===== src/gocal_regs.svh =====
// constants for the converter gain and offset correction core
`ifndef GOCAL_REGS_SVH
`define GOCAL_REGS_SVH

// coefficient word layout in non-volatile storage
`define GOCAL_WORD_W 33
`define GOCAL_ONEPT_BIT 32
`define GOCAL_GAIN_MSB 31
`define GOCAL_GAIN_LSB 16
`define GOCAL_OFS_MSB 15
`define GOCAL_OFS_LSB 0

// fixed point: gain unsigned with 14 fraction bits, offset signed in result lsbs
`define GOCAL_GAIN_FRAC 14
`define GOCAL_GAIN_ONE 16'h4000
`define GOCAL_OFS_ZERO 16'h0000

// storage map: one word per channel, then the temperature offset word
`define GOCAL_NUM_CHAN 32
`define GOCAL_TEMP_IDX 6'h20
`define GOCAL_NUM_WORDS 6'h21
`define GOCAL_NVM_BASE 16'h0000

`endif


===== src/gocal_pkg.sv =====
// types shared by the converter gain and offset correction core
package gocal_pkg;

    typedef enum logic [1:0] {
        GOCAL_SRC_PRESCALED = 2'h0,
        GOCAL_SRC_DIRECT = 2'h1,
        GOCAL_SRC_TEMP = 2'h2,
        GOCAL_SRC_CURRENT = 2'h3
    } gocal_src_t;

    typedef enum logic [1:0] {
        GOCAL_ST_LOAD_REQ = 2'b00,
        GOCAL_ST_LOAD_WAIT = 2'b01,
        GOCAL_ST_RUN = 2'b11
    } gocal_state_t;

    typedef struct packed {
        logic [4:0] chan;
        gocal_src_t src;
        logic sat;
        logic [11:0] data;
    } gocal_raw_t;

    typedef struct packed {
        logic [4:0] chan;
        gocal_src_t src;
        logic [11:0] data;
    } gocal_corr_t;

endpackage : gocal_pkg


===== src/gocal_calibration_core.sv =====
// converter result correction core with power-up coefficient loader
`timescale 1ns/1ps
`default_nettype none
`include "gocal_regs.svh"

module gocal_calibration_core #(
    parameter int NUM_CHAN = `GOCAL_NUM_CHAN,
    parameter logic [15:0] NVM_BASE = `GOCAL_NVM_BASE
) (
    input wire logic ref_clk,
    input wire logic arst_n,
    input wire logic bypassOnSat,
    output logic nvmRdReq,
    output logic [15:0] nvmAddr,
    input wire logic nvmRdValid,
    input wire logic [`GOCAL_WORD_W-1:0] nvmRdData,
    output logic calReady,
    input wire logic rawValid,
    input wire gocal_pkg::gocal_raw_t rawRes,
    output logic corrValid,
    output var gocal_pkg::gocal_corr_t corrRes
);
    import gocal_pkg::*;

    localparam int NWORDS = NUM_CHAN + 1;

    // loader state
    gocal_state_t state_ff;
    gocal_state_t nxt_state;
    logic [5:0] loadIdx_ff;
    logic [5:0] nxt_loadIdx;
    logic rdReq_ff;
    logic nxt_rdReq;
    logic ready_ff;
    logic nxt_ready;

    // local coefficient memory, last word holds the temperature offset
    logic [`GOCAL_WORD_W-1:0] coefMem_ff [NWORDS];
    logic [`GOCAL_WORD_W-1:0] nxt_coefMem [NWORDS];

    // stage one: result with its looked-up coefficients
    logic s1Valid_ff;
    logic nxt_s1Valid;
    gocal_raw_t s1Raw_ff;
    gocal_raw_t nxt_s1Raw;
    logic [`GOCAL_WORD_W-1:0] s1Coef_ff;
    logic [`GOCAL_WORD_W-1:0] nxt_s1Coef;
    logic [15:0] s1TempOfs_ff;
    logic [15:0] nxt_s1TempOfs;

    // stage two: output registers
    logic outValid_ff;
    logic nxt_outValid;
    gocal_corr_t outRes_ff;
    gocal_corr_t nxt_outRes;

    logic [27:0] product;
    logic signed [18:0] sum;
    logic [11:0] clamped;

    // fields of the stage-one coefficient word, widened for signed arithmetic
    logic s1OnePt;
    logic [15:0] s1Gain;
    logic signed [18:0] rawExt;
    logic signed [18:0] ofsExt;
    logic signed [18:0] tempExt;
    logic signed [18:0] scaledExt;

    // loader: one word per request, channels first, temperature word last
    always_comb begin
        nxt_state = state_ff;
        nxt_loadIdx = loadIdx_ff;
        nxt_rdReq = 1'b0;
        nxt_ready = ready_ff;
        nxt_coefMem = coefMem_ff;
        case (state_ff)
            GOCAL_ST_LOAD_REQ: begin
                // one read outstanding at a time keeps the storage port simple
                nxt_rdReq = 1'b1;
                nxt_state = GOCAL_ST_LOAD_WAIT;
            end
            GOCAL_ST_LOAD_WAIT: begin
                // no timeout: a silent store keeps calReady low for good
                if (nvmRdValid) begin
                    nxt_coefMem[loadIdx_ff[5:0]] = nvmRdData;
                    if (loadIdx_ff == 6'(NWORDS - 1)) begin
                        nxt_state = GOCAL_ST_RUN;
                        nxt_ready = 1'b1;
                    end else begin
                        nxt_loadIdx = loadIdx_ff + 6'h01;
                        nxt_state = GOCAL_ST_LOAD_REQ;
                    end
                end
            end
            GOCAL_ST_RUN: begin
                // coefficients stay fixed until the next reset
                nxt_state = GOCAL_ST_RUN;
            end
            default: begin
                // unused code: go back to requesting at the current load index rather than hang
                nxt_state = GOCAL_ST_LOAD_REQ;
            end
        endcase
    end

    // stage one: latch the result and the coefficients of its channel
    always_comb begin
        // results offered before loading is done are dropped
        nxt_s1Valid = rawValid && ready_ff;
        nxt_s1Raw = rawRes;
        nxt_s1Coef = coefMem_ff[{1'b0, rawRes.chan}];
        // temperature offset does not depend on the channel
        nxt_s1TempOfs = coefMem_ff[`GOCAL_TEMP_IDX][`GOCAL_OFS_MSB:`GOCAL_OFS_LSB];
    end

    // stage two: correct, clamp and register the result
    always_comb begin
        s1OnePt = s1Coef_ff[`GOCAL_ONEPT_BIT];
        s1Gain = s1Coef_ff[`GOCAL_GAIN_MSB:`GOCAL_GAIN_LSB];
        product = 28'(s1Raw_ff.data) * 28'(s1Gain);
        // raw results are unsigned and offsets signed, so widen both before mixing
        rawExt = signed'({7'h00, s1Raw_ff.data});
        ofsExt = 19'(signed'(s1Coef_ff[`GOCAL_OFS_MSB:`GOCAL_OFS_LSB]));
        tempExt = 19'(signed'(s1TempOfs_ff));
        // gain stays below four, so the integer part of the product fits 14 bits
        scaledExt = signed'({5'h00, product[27:`GOCAL_GAIN_FRAC]});

        sum = 19'sd0;
        if (s1Raw_ff.src == GOCAL_SRC_TEMP) begin
            sum = rawExt - tempExt;
        end else if (s1OnePt) begin
            sum = rawExt + ofsExt;
        end else begin
            sum = scaledExt + ofsExt;
        end

        // saturate instead of wrapping so a bad coefficient cannot flip full scale to zero
        if (sum < 19'sd0) begin
            clamped = 12'h000;
        end else if (sum > 19'sd4095) begin
            clamped = 12'hfff;
        end else begin
            clamped = sum[11:0];
        end

        nxt_outValid = s1Valid_ff;
        nxt_outRes.chan = s1Raw_ff.chan;
        nxt_outRes.src = s1Raw_ff.src;
        if (s1Raw_ff.src == GOCAL_SRC_DIRECT || s1Raw_ff.src == GOCAL_SRC_CURRENT) begin
            nxt_outRes.data = s1Raw_ff.data;
        end else if (s1Raw_ff.sat && bypassOnSat) begin
            // a saturated reading is not exact, so it may be kept as read
            nxt_outRes.data = s1Raw_ff.data;
        end else begin
            nxt_outRes.data = clamped;
        end
    end

    always_ff @(posedge ref_clk or negedge arst_n) begin
        if (!arst_n) begin
            state_ff <= GOCAL_ST_LOAD_REQ;
            loadIdx_ff <= 6'h00;
            rdReq_ff <= 1'b0;
            ready_ff <= 1'b0;
            // unity gain and zero offset until the loader fills the memory
            for (int i = 0; i < NWORDS; i++) begin
                coefMem_ff[i] <= {1'b0, `GOCAL_GAIN_ONE, `GOCAL_OFS_ZERO};
            end
            // pipeline starts empty so nothing leaves before a result is taken
            s1Valid_ff <= 1'b0;
            s1Raw_ff <= '0;
            s1Coef_ff <= '0;
            s1TempOfs_ff <= 16'h0000;
            outValid_ff <= 1'b0;
            outRes_ff <= '0;
        end else begin
            state_ff <= nxt_state;
            loadIdx_ff <= nxt_loadIdx;
            rdReq_ff <= nxt_rdReq;
            ready_ff <= nxt_ready;
            coefMem_ff <= nxt_coefMem;

            s1Valid_ff <= nxt_s1Valid;
            s1Raw_ff <= nxt_s1Raw;
            s1Coef_ff <= nxt_s1Coef;
            s1TempOfs_ff <= nxt_s1TempOfs;
            outValid_ff <= nxt_outValid;
            outRes_ff <= nxt_outRes;
        end
    end

    // address follows the index about to be requested, so it is in place with the pulse
    logic [15:0] addr_ff;
    logic [15:0] nxt_addr;

    always_comb begin
        nxt_addr = NVM_BASE + 16'(nxt_loadIdx);
    end

    always_ff @(posedge ref_clk or negedge arst_n) begin
        if (!arst_n) begin
            addr_ff <= 16'h0000;
        end else begin
            addr_ff <= nxt_addr;
        end
    end

    assign nvmRdReq = rdReq_ff;
    assign nvmAddr = addr_ff;
    assign calReady = ready_ff;
    assign corrValid = outValid_ff;
    assign corrRes = outRes_ff;

endmodule : gocal_calibration_core
`default_nettype wire


===== config.mk =====
export PLATFORM = sky130hd
export DESIGN_NAME = gocal_calibration_core
export DESIGN_NICKNAME = d
export VERILOG_FILES = /design/src/gocal_pkg.sv /design/src/gocal_calibration_core.sv
export VERILOG_INCLUDE_DIRS = /design/src
export SDC_FILE = /design/constraint.sdc
export NUM_CORES = 2
export LEC_CHECK = 0
export ABC_AREA = 1
export BUFFER_PORTS_ARGS = -buffer_cell sky130_fd_sc_hd__clkbuf_2
export CORE_MARGIN = 10
export CORE_UTILIZATION = 55
export DETAILED_ROUTE_END_ITERATION = 7
export PLACE_DENSITY_LB_ADDON = 0.25
export SLEW_MARGIN = 15
export SYNTH_ARGS = -nofsm -noshare
export SYNTH_HDL_FRONTEND = slang
export SYNTH_SLANG_ARGS = --single-unit

===== constraint.sdc =====
create_clock -name ref_clk -period 18.5 [get_ports ref_clk]
set_input_delay 2.775 -clock ref_clk [delete_from_list [all_inputs] [get_ports ref_clk]]
set_output_delay 2.775 -clock ref_clk [all_outputs]
set_load 0.02 [all_outputs]

Word-level counts from Yosys, hierarchy flattened
Index checks and enable logic that the tools add are counted.

Bits in read-only memories: 0. Word-level logic and storage cells: 95. Register bits: 1189. Bits in latches: 0. Bits in writable memories: 0. Memories kept: 0.

Bitwise operators: 3. Multiplexer cells: 19. Multipliers: 1. Reductions and logical operators: 8. Eq/ne operators: 7. Add/sub/neg operators: 4. Divide/modulo/power cells: 0. Shift operators: 0. Magnitude comparators: 5.

Operator list (count): $bwmux 1089 (1); $bmux 33 s6 (1); $demux 33 s6 (1); $mux 33 (3); $mux 12 (4); $mux 19 (2); $mul 12x16->28 (1); $gt 19x13->1 const B (1); $lt 19x1->1 const B (1); $mux 6 (3); $add 13x16->17 (1); $add 15x16->17 (1); $sub 13x16->17 (1); $ge 7x7->1 const B (2); $lt 7x1->1 const B (1); $not 5->7 (1); $not 6->7 (1); $add 6x1->6 const B (1); $eq 2x2->1 const B (3); $eq 6x6->1 const B (1); $pmux 2 s3 (1); $reduce_and 3->1 (2); $eq 2x1->1 const B (2); $mux 2 (2); 7 further kinds (9).

Logic depth before layout (Yosys ltp)
Word-level depth: 9. Gate-level depth with buffers: 43. Depth with buffers taken out: 40.

Worst setup path before layout
Ideal clock, no wire load.

Path type: reg-to-reg. From: reg s1Raw_ff (netlist bit rawExt[3]). To: reg outRes_ff (netlist bit corrRes[2]). Data arrival time: 6.246 ns. Data required time: 18.384 ns. Path slack: 12.137 ns. Cell stages (with the launch flop): 38. Period minus slack after synthesis: 6.363 ns. Setup time: 0.116 ns. Path through: dfrtp_1 clkbuf_1 clkbuf_1 nand2_1 fa_1 inv_1 fa_1 inv_1 fa_1 inv_1 fa_1 inv_1 fa_1 inv_1 ha_1 nand2_1 inv_1 nand2_1 [2 not listed] nand3_1 nand3_1 o21ai_0 inv_1 ha_1 nand2_1 inv_1 nand2_1 nand2_1 a21oi_1 nand3_1 nand3_1 nand2_1 nor2_2 buf_4 nand3_1 nand2_1 nand2_1.

RTL lines: from (decl) (line gocal_calibration_core.sv:44) `gocal_raw_t s1Raw_ff;`; from (signal assigned) (line gocal_calibration_core.sv:184) `s1Raw_ff <= nxt_s1Raw;`; to (signal assigned) (line gocal_calibration_core.sv:188) `outRes_ff <= nxt_outRes;`; to (decl) (line gocal_calibration_core.sv:54) `gocal_corr_t outRes_ff;`.

==> metrics.csv <==
metric,value,unit
Finished Layout Cells,8086,
Setup crit start,s1Coef_ff[25],
Post-synth EDFFs,0,
final core occ,0.596,
max-slew headroom at the worst pin,0.226,
Worst VDD drop,0.000154,V
# Max-Cap Violations,0,
Compound-Gate Fraction of Synth Area,0.196,
Slew @ Worst Pin,1.15,ns
Main synth FF type,dfrtp_1,
placed insts,7863,
period utilisation layout,0.409,
CP max FO,12,
Pint,4.97,mW
post-layout min period,7.56,ns
Clock power frac,0.323,
# Post-CTS Setup Buffers,0,
CP Launch Type,register,
Ports,96,
initial cell density of the core,0.555,
critical path capture point type,register,
Hold Path Class,register to register,
CTS hold repair buffers,0,
sw frac,0.363,
grt total ovfl,0,
Seq pwr share,0.336,
Logic pwr share,0.341,
dpl cell area,0.0588,sq mm
gpl congestion,0.919,
input/output buffers,85,
Max Buffers Root-to-Sink,3,
Mapped Cells,6938,
#FFs+latches synth,1172,
post-synth top area cell,dfrtp_1,
DRT iter0 DRCs,5773,
mux cell area share after synthesis,0.000342,
largest family of logic cells by synthesized area,compound AO/OA/AOI/OAI gates,
setup tns final,0,ns
post-synthesis cell type count,49,
Synth Area in Simple Gates,0.161,
nets@finish,6883,
syn_area_per_cell,8.44,sq um
aggregate routed wire length,179,mm
most frequent cell after synthesis,nand2_1,
Post-DP HPWL,98.4,mm
Worst Reg2Reg Path Length in Cells,32,
worst skew pair latency,0.72,ns
count of final setup violators,0,
FF-to-FF End,corrRes[0],
die area,0.120,sq mm
row count,119,
Remaining DRCs,0,
Die W,346,um
"Max stage delay cell, worst path",dfrtp_1,
CP dominant cell by count,nand2_1,
post-synthesis xor/xnor area fraction,0.00239,
P per Cell Area,124,mW/mm^2
post-cts sizing count,0,
Leakage,29.5,nW
Avg Vias per Cell,6.04,
adder-cell share of the synthesized area,0.0675,
Synth-to-Final Area Change,7.42,%
yosys warns,0,
DR WL/cell,22.1,um
Net Sw Power,2.83,mW
status,finished clean,
fin area,0.0629,sq mm
GRT Overall Usage,0.294,
R2R setup slack,10.94,ns
Post-Synthesis Cell Area,0.0585,sq mm
"FFs w/ async S/R, synth",1.00,
sequential share of the synthesized area,0.502,
Post-DRT Antenna Nets,0,
largest net degree at the start of global routing,205,
vias in the first global route,46609,
end of the critical path,corrRes[0],
router iterations before antenna repair,6,
achievable frequency,132,MHz
RSZ-0062 raised after global routing,false,
H-tree depth,3,
Final Hold Viols,0,
RR Startpoint,s1Coef_ff[25],
number of CTS-inserted buffers,119,
first-pass GRT wire length,279,mm
clk_skew,0.0313,ns
Die H,346,um
clk sinks,1172,
Post-synth top cells,"1,576 x nand2_1, 1,562 x o21ai_0, 1,140 x dfrtp_1, 647 x nor2_1, 402 x inv_1",
"Reg clk slew, reported paths",0.06,ns
crit path DAT,8.15,ns
share of the synthesized area in the top cell type,0.487,
via count of the routed design,48814,
max-slew violations,0,
CTS tree,done,
critical path class,register to register,
initial antenna violation count,5,
CORE AREA,0.105,sq mm
CP required,19.09,ns
Fillers,9302,
crit-path max cell delay,1.01,ns
Root Driver,clkbuf_16,
worst hold slack,0.346,ns
largest cells by area after synthesis,"dfrtp_1 49%, o21ai_0 13%, nand2_1 10%, fa_1 4.8%, nor2_1 4.1%",
share of cells above drive strength 1,0.0628,
routing by layer:
metal | vias to the layer above | share of wire | track usage
li1 | 22239 | - | -
met2 | 2101 | 0.46 | 0.469
met4 | 4 | 0.046 | 0.128
met3 | 397 | 0.082 | 0.0497
met5 | - | 0.00017 | 0
met1 | 24073 | 0.41 | 0.395
logic make-up (layout without fill, tap and decap cells):
| group | count (synthesis) | count (layout) |
|---|---|---|
| AO/OA/AOI/OAI | 2084 | 2084 |
| XOR/XNOR | 16 | 16 |
| adder cells (fa/ha/maj) | 231 | 231 |
| buffers and inverters | 1018 | 763 |
| flip-flops | 1172 | 1172 |
| multiplexers | 2 | 2 |
| other | 1 | 13 |
| AND/OR/NAND/NOR | 2414 | 2414 |
cells in the final DEF, fill, tap and decap left out, drive strengths merged, types with 8 or more instances in the layout:
master  synthesis  routed
a31oi          54      54
nand2        1579    1579
o21ai        1678    1678
o22ai          58      58
fa            141     141
nor2          658     658
bufinv          0      15
nand4           8       8
a21oi          51      51
ha             90      90
a22oi          16      16
buf           247      55
dfstp          32      32
clkinv          2      28
clkbuf        363     254
o221ai        206     206
nand3         148     148
dfrtp        1140    1140
conb            1      10
xor2           12      12
inv           406     410
nor3           13      13
critical path: cells and delay by family (launching register included):
| kind | cells | cell delay (ns) |
|---|---|---|
| compound gates | 5 | 1.19 |
| fa+ha+maj | 7 | 3.16 |
| buf+inv | 5 | 0.30 |
| flops | 1 | 1.01 |
| simple gates | 15 | 1.78 |
area by class of cell:
class                   count  area [sq um]  share of cell area
clock inverters            46           649              0.0103
multi-input cells        4757         25200               0.402
diodes                      3          7.51            0.000119
flip-flops and latches   1172         29400               0.467
repair buffers            136           891              0.0142
clock buffers             173          3410              0.0543
inverters                 408          1550              0.0247
well taps                1391          1740              0.0277
power by group through the flow:
stage	clock [mW]	sequential [mW]	combinational, mW
floorplan	0	2.64	1.92
global placement	0	2.67	2.63
detailed placement	0	2.67	2.62
CTS	2.54	2.62	2.64
global route	2.65	2.62	3.03
finish	2.52	2.62	2.66
stage by stage:
step	total power, mW	setup slack [ns]
after detailed placement	5.29	11.07
after global placement	5.30	11.11
final	7.80	10.94
after global routing	8.31	10.35
after CTS	7.81	11.01
after floorplan	4.56	12.14
state kept, by name (all words and copies together) (netlist names):
name / count
nxt_outValid: 1
s1Coef_ff: 33
nxt_outRes: 7
state_ff: 2
nvmAddr: 6
calReady: 1
coefMem_ff: 1072
nvmRdReq: 1
s1Raw_ff: 1
rawExt: 12
corrRes: 19
s1TempOfs_ff: 16
corrValid: 1
worst min path at each step:
stage               cells after the start          end      startpoint
floorplan                               0  corrRes[14]  nxt_outRes[14]
global placement                        0  corrRes[16]  nxt_outRes[16]
detailed placement                      0  corrRes[15]  nxt_outRes[15]
CTS                                     0  corrRes[15]  nxt_outRes[15]
global route                            0  corrRes[18]  nxt_outRes[18]
finish                                  0  corrRes[15]  nxt_outRes[15]
Power figures use the tool's default switching activity.
